==> config.mk <==
export PLATFORM = sky130hd
export DESIGN_NAME = clhr_top
export DESIGN_NICKNAME = d
export VERILOG_FILES = /design/src/hdl/clhr_pkg.sv /design/src/hdl/clhr_top.sv
export SDC_FILE = /design/constraint.sdc
export NUM_CORES = 1
export LEC_CHECK = 0
export ABC_AREA = 1
export BUFFER_PORTS_ARGS = -buffer_cell sky130_fd_sc_hd__buf_4
export CAP_MARGIN = 20
export CORE_UTILIZATION = 44
export DETAILED_ROUTE_END_ITERATION = 12
export PLACE_DENSITY = 0.66
export SLEW_MARGIN = 10
export SYNTH_ARGS = -nofsm -noshare
export SYNTH_HDL_FRONTEND = slang
export SYNTH_SLANG_ARGS = --single-unit
==> constraint.sdc <==
create_clock -name clk_i -period 5.7 [get_ports clk_i]
set_input_delay 0.57 -clock clk_i [delete_from_list [all_inputs] [get_ports clk_i]]
set_output_delay 0.57 -clock clk_i [all_outputs]
set_load 0.02 [all_outputs]
==> src/hdl/clhr_pkg.sv <==
// clhr_pkg: constants, register map and types for the closed loop home return block.
// assumes: one 40 MHz clock, classic wishbone with 32-bit data, byte addressing.
// ====================================================================
// Summary of operation
// - absolute linear encoder: home counts whole motor turns from absolute zero
// - proximity dog return: home is nearest reference point after dog turns off
// - incremental linear: first reference mark after start is the home basis
// - absolute encoder zero may sit anywhere along the travel
// - serial rotary load encoder: dog home sits at load-side zero phase
// - data setting needs zero phase crossed first, plus the reference mark on incremental scales
// - home set condition select may waive the zero phase requirement
// - speed/position deviation levels and feedback filter act at once
// - mode and closed loop selection apply only at power on
// - feedback gear numerators and denominators apply only at power on
// - error detect select applies on controller reset or power on
// - home set condition select applies on controller reset or power on
// - positioning commands pass through exactly as in semi closed loop
// - incremental and rotary dog returns need the mark or zero phase seen before dog off; absolute needs neither
package clhr_pkg;

  // ====================================================================
  // register byte offsets
  localparam logic [7:0] CLHR_CTRL_OFS = 8'h00;
  localparam logic [7:0] CLHR_STAT_OFS = 8'h04;
  localparam logic [7:0] CLHR_IRQ_STAT_OFS = 8'h08;
  localparam logic [7:0] CLHR_IRQ_MASK_OFS = 8'h0C;
  localparam logic [7:0] CLHR_HOME_POS_OFS = 8'h10;
  localparam logic [7:0] CLHR_OP_MODE_OFS = 8'h14;
  localparam logic [7:0] CLHR_CL_SEL_OFS = 8'h18;
  localparam logic [7:0] CLHR_HCOND_OFS = 8'h1C;
  localparam logic [7:0] CLHR_ERRDET_OFS = 8'h20;
  localparam logic [7:0] CLHR_GNA_OFS = 8'h24;
  localparam logic [7:0] CLHR_GNB_OFS = 8'h28;
  localparam logic [7:0] CLHR_GDA_OFS = 8'h2C;
  localparam logic [7:0] CLHR_GDB_OFS = 8'h30;
  localparam logic [7:0] CLHR_SPD_DEV_OFS = 8'h34;
  localparam logic [7:0] CLHR_POS_DEV_OFS = 8'h38;
  localparam logic [7:0] CLHR_FILT_OFS = 8'h3C;

  // ====================================================================
  // field positions
  localparam int CLHR_CTRL_START_BIT = 0;
  localparam int CLHR_CTRL_DSET_BIT = 1;
  localparam int CLHR_CTRL_ABORT_BIT = 2;
  localparam int CLHR_IRQ_DONE_BIT = 0;
  localparam int CLHR_IRQ_FAIL_BIT = 1;
  localparam int CLHR_HCOND_NOZ_BIT = 0;

  // load-side encoder kinds, held in closed_loop_select[1:0]
  localparam logic [1:0] CLHR_ENC_ABS = 2'h0;
  localparam logic [1:0] CLHR_ENC_INC = 2'h1;
  localparam logic [1:0] CLHR_ENC_ROT = 2'h2;

  // ====================================================================
  // reset values
  localparam logic [15:0] CLHR_GEAR_RST = 16'h0001;
  localparam logic [15:0] CLHR_SPD_DEV_RST = 16'h0190;
  localparam logic [15:0] CLHR_POS_DEV_RST = 16'h0064;
  localparam logic [15:0] CLHR_FILT_RST = 16'h000A;

  // ====================================================================
  // home return sequencer, gray coded along idle -> seek -> near; near -> idle flips both bits
  typedef enum logic [1:0] {
    CLHR_IDLE = 2'b00,
    CLHR_SEEK = 2'b01,
    CLHR_NEAR = 2'b11
  } clhr_st_t;

endpackage : clhr_pkg

==> src/hdl/clhr_top.sv <==
// clhr_top: home position logic and parameter staging for fully closed loop control.
// assumes: encoder events are one-cycle pulses synchronous to clk_i, dog is a clean level,
// ctrl_reset_i and power_on_i are single-cycle pulses from the amplifier's supervisor.
//
// Local design decisions: the Wishbone register port and the address map.
`timescale 1ns/1ps
`default_nettype none

module clhr_top
  import clhr_pkg::*;
#(
  parameter int POS_W = 32 // width of load-side position data
) (
  input wire logic clk_i, // 40 MHz system clock
  input wire logic rst_i, // synchronous reset, active high
  input wire logic ctrl_reset_i, // controller reset pulse
  input wire logic power_on_i, // power off-to-on pulse
  input wire logic wb_cyc_i, // wishbone cycle
  input wire logic wb_stb_i, // wishbone strobe
  input wire logic wb_we_i, // wishbone write
  input wire logic [7:0] wb_adr_i, // wishbone byte address
  input wire logic [3:0] wb_sel_i, // wishbone byte enables
  input wire logic [31:0] wb_dat_i, // wishbone write data
  output logic [31:0] wb_dat_o, // wishbone read data
  output logic wb_ack_o, // wishbone acknowledge
  output logic irq_o, // level interrupt
  input wire logic dog_i, // proximity dog level, high on dog
  input wire logic ref_mark_i, // linear scale reference mark pulse
  input wire logic zphase_i, // load-side rotary zero phase pulse
  input wire logic rev_mark_i, // motor revolution boundary pulse
  input wire logic [POS_W-1:0] load_pos_i, // load-side position data
  input wire logic [31:0] pos_cmd_i, // positioning command from controller
  input wire logic pos_cmd_vld_i, // positioning command strobe
  output logic [31:0] pos_cmd_o, // positioning command to servo loop
  output logic pos_cmd_vld_o, // positioning command strobe out
  output logic home_valid_o, // home position established
  output logic home_incomplete_o, // last home return failed
  output logic [POS_W-1:0] home_pos_o, // latched home position
  output logic [3:0] op_mode_o, // active operation_mode_select
  output logic [3:0] closed_loop_o, // active closed_loop_select
  output logic [3:0] err_detect_o, // active error_detect_select
  output logic [15:0] gear_num_a_o, // active feedback_gear_num_a
  output logic [15:0] gear_num_b_o, // active feedback_gear_num_b
  output logic [15:0] gear_den_a_o, // active feedback_gear_den_a
  output logic [15:0] gear_den_b_o, // active feedback_gear_den_b
  output logic [15:0] speed_dev_o, // speed_deviation_level
  output logic [15:0] pos_dev_o, // position_deviation_level
  output logic [15:0] filt_o // dual_feedback_filter
);

  // ====================================================================
  // state
  typedef struct packed {
    logic ack;
    logic [31:0] rdata;
    logic irq;
    clhr_st_t st;
    logic dog_q;
    logic ref_seen;
    logic z_seen;
    logic [POS_W-1:0] ref_pos;
    logic [POS_W-1:0] home_pos;
    logic home_valid;
    logic incomplete;
    logic [1:0] irq_stat;
    logic [1:0] irq_mask;
    logic [3:0] op_mode_s;
    logic [3:0] cl_sel_s;
    logic [3:0] hcond_s;
    logic [3:0] errdet_s;
    logic [15:0] gna_s;
    logic [15:0] gnb_s;
    logic [15:0] gda_s;
    logic [15:0] gdb_s;
    logic [15:0] spd_dev;
    logic [15:0] pos_dev;
    logic [15:0] filt;
    logic [3:0] op_mode_a;
    logic [3:0] cl_sel_a;
    logic [3:0] hcond_a;
    logic [3:0] errdet_a;
    logic [15:0] gna_a;
    logic [15:0] gnb_a;
    logic [15:0] gda_a;
    logic [15:0] gdb_a;
    logic [31:0] pos_cmd;
    logic pos_cmd_vld;
  } clhr_state_t;

  clhr_state_t s_reg;
  clhr_state_t s_next;

  // ====================================================================
  // helpers
  // byte-lane merge, used by every writable register except the interrupt status
  function automatic logic [31:0] merge(input logic [31:0] old_v, input logic [31:0] new_v,
                                        input logic [3:0] sel);
    logic [31:0] r;
    r = old_v;
    for (int i = 0; i < 4; i++) begin
      if (sel[i]) begin
        r[i*8 +: 8] = new_v[i*8 +: 8];
      end
    end
    return r;
  endfunction : merge

  // zero-extend a 16-bit field onto the data bus
  function automatic logic [31:0] ext16(input logic [15:0] v);
    return {16'h0000, v};
  endfunction : ext16

  // position captured as home for the active encoder kind
  function automatic logic [POS_W-1:0] home_of(input logic [1:0] enc, input logic [POS_W-1:0] pos,
                                               input logic [POS_W-1:0] refp);
    if (enc == CLHR_ENC_INC) begin
      return pos - refp;
    end
    return pos;
  endfunction : home_of

  // ====================================================================
  // next-state logic
  always_comb begin
    logic acc;
    logic wr;
    logic [31:0] m;
    logic start;
    logic dset;
    logic abort;
    logic dog_off;
    logic [1:0] enc;
    logic idx_ok;
    logic ref_ok;
    logic z_ok;
    logic set_done;
    logic set_fail;
    acc = wb_cyc_i && wb_stb_i && !s_reg.ack;
    wr = acc && wb_we_i;
    m = 32'h0000_0000;
    start = 1'b0;
    dset = 1'b0;
    abort = 1'b0;
    set_done = 1'b0;
    set_fail = 1'b0;
    enc = s_reg.cl_sel_a[1:0];
    dog_off = s_reg.dog_q && !dog_i;
    ref_ok = (enc != CLHR_ENC_INC) || s_reg.ref_seen || ref_mark_i;
    z_ok = s_reg.z_seen || zphase_i;
    // which index the dog return must have passed before dog off
    case (enc)
      CLHR_ENC_INC: idx_ok = s_reg.ref_seen || ref_mark_i;
      CLHR_ENC_ROT: idx_ok = z_ok;
      default: idx_ok = 1'b1;
    endcase
    s_next = s_reg;
    s_next.dog_q = dog_i;

    // wishbone slave: one wait state, ack drops the cycle after it was given
    s_next.ack = acc;
    s_next.rdata = 32'h0000_0000;
    if (acc && !wb_we_i) begin
      case (wb_adr_i)
        CLHR_STAT_OFS: begin
          s_next.rdata = {26'h0, s_reg.st, s_reg.z_seen, s_reg.ref_seen,
                          s_reg.incomplete, s_reg.home_valid};
        end
        CLHR_IRQ_STAT_OFS: s_next.rdata = {30'h0, s_reg.irq_stat};
        CLHR_IRQ_MASK_OFS: s_next.rdata = {30'h0, s_reg.irq_mask};
        CLHR_HOME_POS_OFS: s_next.rdata = 32'(s_reg.home_pos);
        CLHR_OP_MODE_OFS: s_next.rdata = {28'h0, s_reg.op_mode_s};
        CLHR_CL_SEL_OFS: s_next.rdata = {28'h0, s_reg.cl_sel_s};
        CLHR_HCOND_OFS: s_next.rdata = {28'h0, s_reg.hcond_s};
        CLHR_ERRDET_OFS: s_next.rdata = {28'h0, s_reg.errdet_s};
        CLHR_GNA_OFS: s_next.rdata = ext16(s_reg.gna_s);
        CLHR_GNB_OFS: s_next.rdata = ext16(s_reg.gnb_s);
        CLHR_GDA_OFS: s_next.rdata = ext16(s_reg.gda_s);
        CLHR_GDB_OFS: s_next.rdata = ext16(s_reg.gdb_s);
        CLHR_SPD_DEV_OFS: s_next.rdata = ext16(s_reg.spd_dev);
        CLHR_POS_DEV_OFS: s_next.rdata = ext16(s_reg.pos_dev);
        CLHR_FILT_OFS: s_next.rdata = ext16(s_reg.filt);
        default: s_next.rdata = 32'h0000_0000; // control and unmapped read zero
      endcase
    end

    // register writes; staged values wait for their apply event
    if (wr) begin
      case (wb_adr_i)
        CLHR_CTRL_OFS: begin
          m = merge(32'h0000_0000, wb_dat_i, wb_sel_i);
          start = m[CLHR_CTRL_START_BIT] && (s_reg.st == CLHR_IDLE); // busy: start is ignored
          dset = m[CLHR_CTRL_DSET_BIT];
          abort = m[CLHR_CTRL_ABORT_BIT];
        end
        CLHR_IRQ_MASK_OFS: begin
          m = merge({30'h0, s_reg.irq_mask}, wb_dat_i, wb_sel_i);
          s_next.irq_mask = m[1:0];
        end
        CLHR_OP_MODE_OFS: begin
          m = merge({28'h0, s_reg.op_mode_s}, wb_dat_i, wb_sel_i);
          s_next.op_mode_s = m[3:0];
        end
        CLHR_CL_SEL_OFS: begin
          m = merge({28'h0, s_reg.cl_sel_s}, wb_dat_i, wb_sel_i);
          s_next.cl_sel_s = m[3:0];
        end
        CLHR_HCOND_OFS: begin
          m = merge({28'h0, s_reg.hcond_s}, wb_dat_i, wb_sel_i);
          s_next.hcond_s = m[3:0];
        end
        CLHR_ERRDET_OFS: begin
          m = merge({28'h0, s_reg.errdet_s}, wb_dat_i, wb_sel_i);
          s_next.errdet_s = m[3:0];
        end
        CLHR_GNA_OFS: s_next.gna_s = 16'(merge(ext16(s_reg.gna_s), wb_dat_i, wb_sel_i));
        CLHR_GNB_OFS: s_next.gnb_s = 16'(merge(ext16(s_reg.gnb_s), wb_dat_i, wb_sel_i));
        CLHR_GDA_OFS: s_next.gda_s = 16'(merge(ext16(s_reg.gda_s), wb_dat_i, wb_sel_i));
        CLHR_GDB_OFS: s_next.gdb_s = 16'(merge(ext16(s_reg.gdb_s), wb_dat_i, wb_sel_i));
        // these act on the loop straight away, no apply event
        CLHR_SPD_DEV_OFS: s_next.spd_dev =
          16'(merge(ext16(s_reg.spd_dev), wb_dat_i, wb_sel_i));
        CLHR_POS_DEV_OFS: s_next.pos_dev =
          16'(merge(ext16(s_reg.pos_dev), wb_dat_i, wb_sel_i));
        CLHR_FILT_OFS: s_next.filt = 16'(merge(ext16(s_reg.filt), wb_dat_i, wb_sel_i));
        default: m = 32'h0000_0000;
      endcase
    end

    // apply staged parameters; a controller reset does not touch mode or gears
    if (power_on_i) begin
      s_next.op_mode_a = s_reg.op_mode_s;
      s_next.cl_sel_a = s_reg.cl_sel_s;
      s_next.gna_a = s_reg.gna_s;
      s_next.gnb_a = s_reg.gnb_s;
      s_next.gda_a = s_reg.gda_s;
      s_next.gdb_a = s_reg.gdb_s;
    end
    if (power_on_i || ctrl_reset_i) begin
      s_next.errdet_a = s_reg.errdet_s;
      s_next.hcond_a = s_reg.hcond_s;
    end

    // positioning commands are forwarded unchanged whatever the loop mode
    s_next.pos_cmd_vld = pos_cmd_vld_i;
    if (pos_cmd_vld_i) begin
      s_next.pos_cmd = pos_cmd_i;
    end

    // index tracking; a start clears the flags but an index in that cycle still counts
    if (start) begin
      s_next.ref_seen = 1'b0;
      s_next.z_seen = 1'b0;
    end
    if (ref_mark_i && (!s_reg.ref_seen || start)) begin
      s_next.ref_seen = 1'b1;
      s_next.ref_pos = load_pos_i;
    end
    if (zphase_i) begin
      s_next.z_seen = 1'b1;
    end

    // home return sequencer
    case (s_reg.st)
      CLHR_IDLE: begin
        if (start) begin
          s_next.st = CLHR_SEEK;
          s_next.home_valid = 1'b0;
          s_next.incomplete = 1'b0;
        end else if (dset) begin
          // data setting: zero phase, plus the reference mark on incremental scales, unless the condition select waives zero phase
          if (ref_ok && (z_ok || s_reg.hcond_a[CLHR_HCOND_NOZ_BIT])) begin
            s_next.home_pos = home_of(enc, load_pos_i, s_reg.ref_pos);
            s_next.home_valid = 1'b1;
            s_next.incomplete = 1'b0;
            set_done = 1'b1;
          end else begin
            s_next.home_valid = 1'b0;
            s_next.incomplete = 1'b1;
            set_fail = 1'b1;
          end
        end
      end
      CLHR_SEEK: begin
        if (abort) begin
          s_next.st = CLHR_IDLE;
          s_next.incomplete = 1'b1;
          set_fail = 1'b1;
        end else if (dog_off) begin
          if (idx_ok) begin
            s_next.st = CLHR_NEAR;
          end else begin
            s_next.st = CLHR_IDLE;
            s_next.incomplete = 1'b1;
            set_fail = 1'b1;
          end
        end
      end
      CLHR_NEAR: begin
        if (abort) begin
          s_next.st = CLHR_IDLE;
          s_next.incomplete = 1'b1;
          set_fail = 1'b1;
        end else if ((enc == CLHR_ENC_ROT) ? zphase_i : rev_mark_i) begin
          s_next.st = CLHR_IDLE;
          s_next.home_pos = home_of(enc, load_pos_i, s_reg.ref_pos);
          s_next.home_valid = 1'b1;
          set_done = 1'b1;
        end
      end
      default: s_next.st = CLHR_IDLE;
    endcase

    // sticky interrupt status, write one to clear, a new event wins over the clear
    if (wr && wb_adr_i == CLHR_IRQ_STAT_OFS && wb_sel_i[0]) begin
      s_next.irq_stat = s_reg.irq_stat & ~wb_dat_i[1:0];
    end
    if (set_done) begin
      s_next.irq_stat[CLHR_IRQ_DONE_BIT] = 1'b1;
    end
    if (set_fail) begin
      s_next.irq_stat[CLHR_IRQ_FAIL_BIT] = 1'b1;
    end
    s_next.irq = |(s_next.irq_stat & s_next.irq_mask);
  end

  // ====================================================================
  // state register; staged and active copies restart at defaults
  always_ff @(posedge clk_i) begin
    if (rst_i) begin
      s_reg <= '0;
      s_reg.st <= CLHR_IDLE;
      s_reg.gna_s <= CLHR_GEAR_RST;
      s_reg.gnb_s <= CLHR_GEAR_RST;
      s_reg.gda_s <= CLHR_GEAR_RST;
      s_reg.gdb_s <= CLHR_GEAR_RST;
      s_reg.gna_a <= CLHR_GEAR_RST;
      s_reg.gnb_a <= CLHR_GEAR_RST;
      s_reg.gda_a <= CLHR_GEAR_RST;
      s_reg.gdb_a <= CLHR_GEAR_RST;
      s_reg.spd_dev <= CLHR_SPD_DEV_RST;
      s_reg.pos_dev <= CLHR_POS_DEV_RST;
      s_reg.filt <= CLHR_FILT_RST;
    end else begin
      s_reg <= s_next;
    end
  end

  // ====================================================================
  // outputs, all straight from the state register
  assign wb_dat_o = s_reg.rdata;
  assign wb_ack_o = s_reg.ack;
  assign irq_o = s_reg.irq;
  assign pos_cmd_o = s_reg.pos_cmd;
  assign pos_cmd_vld_o = s_reg.pos_cmd_vld;
  assign home_valid_o = s_reg.home_valid;
  assign home_incomplete_o = s_reg.incomplete;
  assign home_pos_o = s_reg.home_pos;
  assign op_mode_o = s_reg.op_mode_a;
  assign closed_loop_o = s_reg.cl_sel_a;
  assign err_detect_o = s_reg.errdet_a;
  assign gear_num_a_o = s_reg.gna_a;
  assign gear_num_b_o = s_reg.gnb_a;
  assign gear_den_a_o = s_reg.gda_a;
  assign gear_den_b_o = s_reg.gdb_a;
  assign speed_dev_o = s_reg.spd_dev;
  assign pos_dev_o = s_reg.pos_dev;
  assign filt_o = s_reg.filt;

endmodule : clhr_top

`default_nettype wire

==> flow_metrics.py, run 1 <==
metrics = {
    "synth": {
        "syn_area_per_cell_um2": 6.989,
        "netlist_instances": 2512,
        "synth-edff-count": 0,
        "syn_area_um2": 17560,
        "synth_fp_nets": 2671,
        "synthFlopType": "dfxtp_1",
        "synthArstFlopShare_pct": 0,
        "synth_cell_types": 40,
        "seq_area_frac_synth_pct": 39.57,
        "yosys_warnings": 0,
        "ys_ff_latch": 347,
    },
    "pwr": {
        "finalPower_mw": 6.612,
        "p_per_area_nw_per_um2": 332.1,
        "peakVddDrop_mv": 0.2582,
        "leakage_nw": 9.033,
    },
    "detailed_routing": {
        "detail_route.wl_per_cell_um": 17.33,
        "drt_pre_antenna_iters": 5,
        "vias": 15860,
        "drtIter0Drc": 1212,
        "wl_um": 53900,
        "drc": 0,
        "vias_per_cell": 5.098,
        "ant_nets": 0,
    },
    "cells_and_area": {
        "area_growth_pct": 13.40,
        "finalNonFillerCells": 3111,
        "nNetsFinal": 2726,
        "multi_input_area_um2": 7343,
        "stdcell_area_um2": 19910,
        "fillCellCount": 3907,
        "final_common_cell": "nand2_1",
        "seqCellArea_um2": 6947,
        "fin_util_pct": 51.04,
        "drive_gt1_share_pct": 16.93,
        "final_cell_mix": "nand2_1 (420), dfxtp_1 (347), nor2_1 (340)",
        "diodes": 0,
        "largest_register_ffs": 122,
    },
    "floorplanning": {
        "core_um2": 39010,
        "die_h_um": 201.7,
        "start_util_pct": 45.01,
        "die_area_um2": 40700,
        "ios": 345,
        "row_count": 72,
        "die_x_um": 201.7,
    },
    "placed_design": {
        "dp_cells": 3044,
        "dpl_worst_slack_ns": 2.545,
        "placed_cell_area_um2": 18650,
        "dp_hpwl_um": 39710,
        "place_congestion": 0.9195,
        "io_buffers": 326,
    },
    "setup_path": {
        "path_max_fanout": 64,
        "critPathMaxStageDelay_ns": 0.57,
        "cp.required_ns": 6.11,
        "cpMaxStageDelayCell": "buf_4",
        "cp_data_arrival_time_ns": 3.57,
        "path_common_cell": "buf_4",
        "critPathLaunch": "closed_loop_o[0]",
        "worst_setup_path_end_kind": "flip-flop",
        "worstPathCellList": "ha_1 > buf_4 > inv_1 > o22ai_1 > o21ai_1 > nand3b_1 > buf_4 > nor2_1 > nand2_1 > a21oi_1",
        "regToRegStartpoint": "closed_loop_o[0]",
        "crit_type": "flip-flop to flip-flop",
        "worstSetupStartpointType": "flip-flop",
    },
    "clocking": {
        "cts_buffers": 39,
        "post-cts-setup-buffers": 0,
        "clock_sinks": 347,
        "ctsResizeCount": 0,
        "htreeDepth": 2,
        "cts_root_buf": "clkbuf_16",
        "cts_hold_buf": 0,
        "clkSlewWorstSetupHoldPaths_ns": 0.06,
        "tritoncts": "done",
        "clockBufferDepth": 3,
        "insertion_delay_ns": 0.58,
    },
    "timing": {
        "setup_viol_count_final": 0,
        "grt_setup_unrepaired": "no",
        "slew_headroom_pct": 31.92,
        "worst_pin_slew_ns": 1.020,
        "fin_crit_ns": 3.159,
        "final.period_utilization_pct": 55.43,
        "finalMaxSlewViolations": 0,
        "fin_skew_ns": 0.02679,
        "fin_tns_setup_ns": 0,
        "timing.hold.ws_ns": 0.2313,
        "hold_viol": 0,
        "fin_ws_ns": 2.541,
        "fmax_ghz": 0.3165,
    },
    "grt": {
        "grt_pass1_vias": 14580,
        "grt_start_max_net_pins": 199,
        "grt_pass1_wl_um": 82420,
        "grt_usage_pct": 25.77,
        "overflow": 0,
        "antenna_found_initial": 0,
    },
    "worst_hold_path": {
        "min_path_type": "input pin to flip-flop",
        "hold_path.startpoint": "pos_cmd_i[28]",
    },
    "flow_run": {
        "drv_cap": 0,
    },
    "outcome": {
        "status": "complete, no violations",
    },
}
==> synthesized netlist by cell type (3+ instances only) <==
cell      number  area share [%]
dfxtp_1      347              40
o211ai_1      11            0.47
inv_2         10            0.21
nand3_1       70             2.0
nor2_2         7            0.25
a31oi_1        5            0.18
inv_1        305             6.5
xor2_1         8            0.40
o22ai_1       39             1.4
o21a_1         6            0.26
nor2_1       341             7.3
o21ai_0      273             7.8
nor2_4         5            0.32
nand2_2        4            0.14
nor3_1        21            0.60
o221ai_1       8            0.40
buf_2          8            0.23
buf_6          3            0.19
a21oi_1      226             6.4
ha_1          38             2.7
or2_2          4            0.14
xnor2_1        5            0.25
a211oi_2       7            0.50
nand2_1      420             9.0
clkbuf_1      83             1.8
buf_1          3           0.064
buf_4        224             9.6
nand3_2        5            0.29
nand4_1        8            0.29
o21bai_1       3            0.13
==> worst paths after layout <==
path,end,slack [ns],depth (start not counted)
setup / recovery,home_pos_o[16],2.54,10
hold / removal,pos_cmd_o[28],0.23,3
setup reg to reg,home_pos_o[16],2.54,10
hold reg to reg,s_reg[232],0.46,2
==> cell families after synthesis <==
group,count (synthesis),synth area share (%)
XOR/XNOR,13,0.6486
AND/OR/NAND/NOR,889,20.45
adder cells (fa/ha/maj),39,2.822
flip-flops,347,39.57
buffers and inverters,638,18.62
AO/OA/AOI/OAI,586,17.89
==> critical path, delay by kind of cell, from the launching register on <==
family                   cells  cell delay (ns)
flip-flops                   1             0.39
AND/OR/NAND/NOR              3             0.31
adder cells (fa/ha/maj)      1             0.17
buffers and inverters        3             1.49
AO/OA/AOI/OAI                3             0.59
==> where the power goes <==
group	switching [mW]	internal, mW	leakage [nW]
Sequential	0.131	2.58	2.83
Clock	1.04	1.47	0.624
Combinational	0.888	0.496	5.58
Total	2.06	4.55	9.03
==> cell type report <==
class                      instances  area share (%)
timing repair buffer             335           12.63
clock inverter                    12          0.6599
inverter                         317           6.015
tap                              518           3.256
multi-input combinational       1527           36.89
sequential                       347           34.89
clock buffer                      55           5.656
==> layer usage <==
metal	up-vias	wire length, um	GRT usage [%]
met5	-	0	0
li1	7911	-	-
met4	0	1539	9.010
met1	7317	23140	32.99
met3	79	3312	3.677
met2	552	25910	44.08
Power figures use the tool's default switching activity.
==> inputs of run 2 (changes only) <==
--- a/config.mk
+++ b/config.mk
@@ -5,12 +5,12 @@
 export SDC_FILE = /design/constraint.sdc
 export NUM_CORES = 1
 export LEC_CHECK = 0
-export ABC_AREA = 1
+export ABC_AREA = 0
 export BUFFER_PORTS_ARGS = -buffer_cell sky130_fd_sc_hd__buf_4
 export CAP_MARGIN = 20
 export CORE_UTILIZATION = 44
 export DETAILED_ROUTE_END_ITERATION = 12
-export PLACE_DENSITY = 0.66
+export PLACE_DENSITY = 0.69
 export SLEW_MARGIN = 10
 export SYNTH_ARGS = -nofsm -noshare
 export SYNTH_HDL_FRONTEND = slang
==> constraint.sdc (replaced) <==
create_clock -name clk_i -period 2.75 [get_ports clk_i]
set_input_delay 0.275 -clock clk_i [delete_from_list [all_inputs] [get_ports clk_i]]
set_output_delay 0.275 -clock clk_i [all_outputs]
set_load 0.02 [all_outputs]
==> flow_metrics.py, run 2 <==
metrics = {
    "outcome": {
        "status": "complete, no violations",
    },
    "synth": {
        "ys_ff_latch": 347,
        "syn_area_um2": 16730,
        "synth_cell_types": 61,
        "synthFlopType": "dfxtp_1",
        "synth_fp_nets": 2155,
        "synth-simple-area-share_pct": 17.86,
        "synth_top_family_by_area": "simple AND/OR/NAND/NOR gates",
        "synth_mux_area_share_pct": 8.031,
        "synth-xor-area-share_pct": 1.204,
        "yosys_warnings": 0,
        "synth-edff-count": 0,
        "synthArstFlopShare_pct": 0,
        "syn_area_per_cell_um2": 8.383,
        "synth_area_leaders": "dfxtp_1 (42%), buf_4 (9.9%), mux2i_1 (7.9%)",
        "netlist.area_leader.share_pct": 41.52,
        "yosysMostFrequentCell": "dfxtp_1",
        "yosysTopAreaCell": "dfxtp_1",
        "netlist_instances": 1996,
        "seq_area_frac_synth_pct": 41.52,
        "synthAdderAreaFrac_pct": 2.961,
        "synth_common_cells": "dfxtp_1 (347), nand2_1 (296), buf_4 (221)",
        "synth_compound_area_share_pct": 14.93,
    },
    "clocking": {
        "cts_buffers": 39,
        "cts_root_buf": "clkbuf_16",
        "clkSlewWorstSetupHoldPaths_ns": 0.06,
        "clock_sinks": 347,
        "tritoncts": "done",
        "htreeDepth": 2,
        "insertion_delay_ns": 0.55,
        "clockBufferDepth": 3,
    },
    "grt": {
        "antenna_found_initial": 1,
        "grt_usage_pct": 25.68,
        "grt_pass1_vias": 14180,
        "overflow": 0,
        "grt_pass1_wl_um": 78340,
        "grt_start_max_net_pins": 155,
    },
    "detailed_routing": {
        "drt_pre_antenna_iters": 7,
        "wl_um": 51450,
        "drc": 0,
        "ant_nets": 0,
        "drtIter0Drc": 1354,
        "detail_route.wl_per_cell_um": 18.82,
        "vias": 14810,
        "vias_per_cell": 5.418,
    },
    "pwr": {
        "leakage_nw": 8.429,
        "p_per_area_nw_per_um2": 556.9,
        "peakVddDrop_mv": 0.4314,
        "finalPower_mw": 11.58,
    },
    "cells_and_area": {
        "fillCellCount": 3357,
        "multi_input_area_um2": 7831,
        "drive_gt1_share_pct": 24.62,
        "seqCellArea_um2": 6952,
        "largest_register_ffs": 122,
        "area_growth_pct": 24.23,
        "final_common_cell": "buf_4",
        "final_cell_mix": "buf_4 (410), dfxtp_1 (343), nand2_1 (294)",
        "nNetsFinal": 2353,
    },
    "timing": {
        "finalMaxSlewViolations": 0,
        "fin_crit_ns": 2.721,
        "slew_headroom_pct": 46.97,
        "fmax_ghz": 0.3675,
        "timing.hold.ws_ns": 0.03491,
        "fin_skew_ns": 0.01856,
        "setup_viol_count_final": 0,
        "final.period_utilization_pct": 98.95,
        "grt_setup_unrepaired": "yes",
        "worst_pin_slew_ns": 0.7954,
        "hold_viol": 0,
    },
    "setup_path": {
        "cp.required_ns": 3.19,
        "worstSetupStartpointType": "flip-flop",
        "critPathLaunch": "s_reg[279]",
        "reg2regPathDepth": 13,
        "path_max_fanout": 3,
        "worst_setup_path_end_kind": "flip-flop",
        "crit_path_end": "home_pos_o[16]",
        "cp_data_arrival_time_ns": 3.17,
        "reg2reg_to": "home_pos_o[16]",
        "crit_type": "flip-flop to flip-flop",
        "regToRegStartpoint": "s_reg[279]",
        "reg2reg_slack_ns": 0.03,
    },
    "floorplanning": {
        "start_util_pct": 44.53,
        "die_x_um": 197.0,
        "core_um2": 37580,
        "die_h_um": 197.0,
        "row_count": 71,
        "die_area_um2": 38810,
        "ios": 345,
    },
    "worst_hold_path": {
        "min_path_type": "input pin to flip-flop",
    },
    "placed_design": {
        "place_congestion": 0.8951,
        "dp_hpwl_um": 36170,
        "io_buffers": 326,
    },
    "flow_run": {
        "drv_cap": 0,
    },
}
[run 2: cell types whose count changed after synthesis, moves of 20 or more]
cell      change
inv_1       -261
a21oi_1      -34
nor2_1      -156
mux2i_1     +132
o21ai_0     -247
a221oi_1     +20
a211oi_1     +30
a22oi_1      +33
o22ai_1      -38
nand2_1     -124
[run 2: area by class of cell]
class | instances | area share (%)
Multi-Input combinational cell | 1277 | 37.68
Tap cell | 511 | 3.076
Inverter | 44 | 0.7946
Timing Repair Buffer | 485 | 18.84
Clock inverter | 12 | 0.6501
Clock buffer | 57 | 5.508
Sequential cell | 347 | 33.44
Antenna cell | 1 | 0.01204
[run 2: cells by family after synthesis]
kind of cell,Yosys count
multiplexers,134
adder cells (fa/ha/maj),39
XOR/XNOR,23
AO/OA/AOI/OAI,398
buffers and inverters,372
flip-flops,347
AND/OR/NAND/NOR,683
[run 2: layer usage]
layer | part of all wire [%] | global-route usage [%] | vias up
li1 | - | - | 7053
met1 | 42 | 33.06 | 7047
met2 | 46 | 42.19 | 617
met3 | 8.9 | 5.441 | 97
met4 | 3.1 | 9.475 | 0
met5 | 0 | 0 | -
[run 2: what timing repair did]
action | in CTS | in global routing
endpoints found under the setup margin | 5 | 17
endpoints found under the hold margin | 68 | 0
hold buffers | 64 | 0
pin swaps | 3 | 33
gates resized for setup | 6 | 54
buffers inserted | 0 | 4
[run 2: power breakdown]
part	internal (mW)	switching (mW)	leakage [nW]	total [mW]
Combinational	0.587	0.683	4.99	1.27
Clock	3.08	2.09	0.629	5.18
Sequential	5.09	0.0368	2.81	5.13
Total	8.76	2.81	8.43	11.6
[run 2: critical path, stage by stage (launching register included)]
cell and delay, ns:
dfxtp_2 0.34, ha_4 0.13, fa_2 0.18, nor2b_1 0.05
o21a_1 0.20, o21ai_2 0.20, a21oi_2 0.09, a221o_1 0.42
buf_6 0.15, and3_4 0.18, a31oi_4 0.15, xnor2_2 0.13
mux2i_1 0.10, a211oi_2 0.29
[run 2: how the worst min path moves through the flow]
stage	startpoint	end	slack (ns)	cells after the start
after CTS	wb_dat_i[6]	filt_o[6]	0.003	3
after global routing	wb_dat_i[9]	s_reg[186]	0.02	3
after floorplan	zphase_i	s_reg[311]	0.39	2
after global placement	s_reg[302]	s_reg[302]	0.44	2
final	wb_dat_i[9]	speed_dev_o[9]	0.03	3
after detailed placement	s_reg[281]	s_reg[281]	0.45	2
[run 2: per-stage QoR]
stage / worst slack (ns) / std cells / instance area, um^2 / setup TNS (ns) / utilization, %
final: 0.02884 / 2734 / 20790 / 0 / 55.32
after global routing: -0.1196 / 2734 / 20790 / -0.6155 / 55.32
after CTS: -0.06309 / 2730 / 20490 / -0.06641 / 54.52
after detailed placement: -0.2616 / 2597 / 18550 / -1.053 / 49.36
after global placement: -0.2316 / 2597 / 18550 / -0.7360 / 49.36
after floorplan: 0.01174 / 1996 / 16730 / 0 / -
==> inputs of run 3 (changes only) <==
--- a/config.mk
+++ b/config.mk
@@ -10,7 +10,7 @@
 export CAP_MARGIN = 20
 export CORE_UTILIZATION = 44
 export DETAILED_ROUTE_END_ITERATION = 12
-export PLACE_DENSITY = 0.69
+export PLACE_DENSITY = 0.73
 export SLEW_MARGIN = 10
 export SYNTH_ARGS = -nofsm -noshare
 export SYNTH_HDL_FRONTEND = slang
==> flow_metrics.py, run 3 (synthesized netlist as in run 2, its figures left out) <==
metrics = {
    "timing": {
        "fin_crit_ns": 2.756,
        "finalMaxSlewViolations": 0,
        "fin_ws_ns": -0.005908,
        "slew_headroom_pct": 28.66,
        "grt_setup_unrepaired": "yes",
        "hold_viol": 0,
        "final.period_utilization_pct": 100.2,
        "worst_pin_slew_ns": 1.070,
        "fin_tns_setup_ns": -0.005908,
        "fin_skew_ns": 0.01841,
        "fmax_ghz": 0.3629,
        "setup_viol_count_final": 1,
    },
    "grt": {
        "grt_pass1_vias": 14210,
        "overflow": 0,
        "grt_pass1_wl_um": 78800,
        "antenna_found_initial": 0,
        "grt_start_max_net_pins": 199,
        "grt_usage_pct": 25.79,
    },
    "cells_and_area": {
        "diodes": 0,
        "area_growth_pct": 24.34,
        "stdcell_area_um2": 20810,
        "largest_register_ffs": 122,
        "finalNonFillerCells": 2731,
        "final_common_cell": "buf_4",
        "fillCellCount": 3377,
        "fin_util_pct": 55.37,
        "final_cell_mix": "buf_4 (412), dfxtp_1 (343), nand2_1 (294)",
        "nNetsFinal": 2350,
        "drive_gt1_share_pct": 24.82,
    },
    "pwr": {
        "p_per_area_nw_per_um2": 562.7,
        "clkPwrFrac_pct": 45.3,
        "leakage_nw": 8.435,
        "p_int_mw": 8.837,
        "power_frac_comb_pct": 10.8,
        "switching_power_mw": 2.871,
        "peakVddDrop_mv": 0.4987,
        "switching_share_pct": 24.52,
        "seq_power_share_pct": 43.8,
    },
    "clocking": {
        "clkSlewWorstSetupHoldPaths_ns": 0.06,
        "tritoncts": "done",
        "cts_buffers": 40,
        "cts_root_buf": "clkbuf_16",
        "clockBufferDepth": 3,
        "clock_sinks": 347,
        "insertion_delay_ns": 0.56,
        "htreeDepth": 2,
    },
    "placed_design": {
        "dp_cells": 2596,
        "placed_cell_area_um2": 18520,
        "place_congestion": 0.9346,
        "dpl_worst_slack_ns": -0.3004,
        "dp_hpwl_um": 35980,
        "io_buffers": 326,
    },
    "floorplanning": {
        "die_h_um": 197.0,
        "die_x_um": 197.0,
        "ios": 345,
        "start_util_pct": 44.53,
        "row_count": 71,
        "core_um2": 37580,
        "die_area_um2": 38810,
    },
    "detailed_routing": {
        "drc": 0,
        "ant_nets": 0,
        "vias": 14930,
        "vias_per_cell": 5.468,
        "drtIter0Drc": 1275,
        "detail_route.wl_per_cell_um": 19.02,
        "drt_pre_antenna_iters": 5,
        "wl_um": 51940,
    },
    "worst_hold_path": {
        "worstHoldPathCells": 3,
        "min_path_type": "input pin to flip-flop",
    },
    "setup_path": {
        "worst_setup_path_end_kind": "flip-flop",
        "cp.required_ns": 3.22,
        "crit_type": "flip-flop to flip-flop",
        "cp_data_arrival_time_ns": 3.22,
        "path_max_fanout": 3,
        "worstSetupStartpointType": "flip-flop",
        "reg2regPathDepth": 12,
    },
    "outcome": {
        "status": "finished, violations left",
        "violations": "setup timing",
    },
    "flow_run": {
        "drv_cap": 0,
    },
}
## run 3: critical path: stages (launching register included)
cell and delay (ns):
dfxtp_1 0.34, inv_1 0.05, ha_1 0.28, a211o_1 0.29, o221ai_2 0.18, a21oi_2 0.06
a221o_1 0.41, a21oi_2 0.15, nor3_2 0.07, buf_4 0.15, a21boi_2 0.15, mux2_4 0.32
a311oi_2 0.21
## run 3: layer usage
metal	track usage (%)	part of all wire [%]	wire length, um
met1	33.48	41	21370
met2	41.77	47	24210
met3	5.424	9.0	4670
met4	10.11	3.3	1690
met5	0	0	0
## run 3: final cells by class
class	count	area, um^2	area share (%)
sequential	347	6952	33.41
clock inverter	11	100.1	0.4811
clock buffer	60	1219	5.858
inverter	44	165.2	0.7938
tap	511	639.4	3.073
timing repair buffer	481	3850	18.50
multi-input combinational	1277	7880	37.88
## run 3: final timing paths
path	startpoint	end	slack, ns
max	s_reg[286]	home_pos_o[26]	-0.006
min	load_pos_i[28]	s_reg[307]	0.02
max reg2reg	s_reg[286]	home_pos_o[26]	-0.006
min reg2reg	s_reg[230]	s_reg[230]	0.45
## run 3: per-stage QoR
step	hold slack (ns)	power, mW
after CTS	0.003526	11.73
final	0.02399	11.71
after floorplan	0.3924	5.915
after detailed placement	0.4460	6.322
after global routing	0.02350	12.10
after global placement	0.4429	6.299
## run 3: power groups by stage
stage                     logic (mW)  clock network, mW  registers (mW)
after floorplan                0.688                  0            5.23
after global placement          1.07                  0            5.23
after detailed placement        1.09                  0            5.23
after CTS                       1.18               5.42            5.12
after global routing            1.37               5.59            5.13
final                           1.27               5.31            5.13
## run 3: repair_timing
item,CTS,global route
hold buffers,61,0
resized for setup,14,51
pin swaps,8,38
endpoints found under the setup margin,7,17
hold endpoints to repair,64,0
buffers inserted,1,3
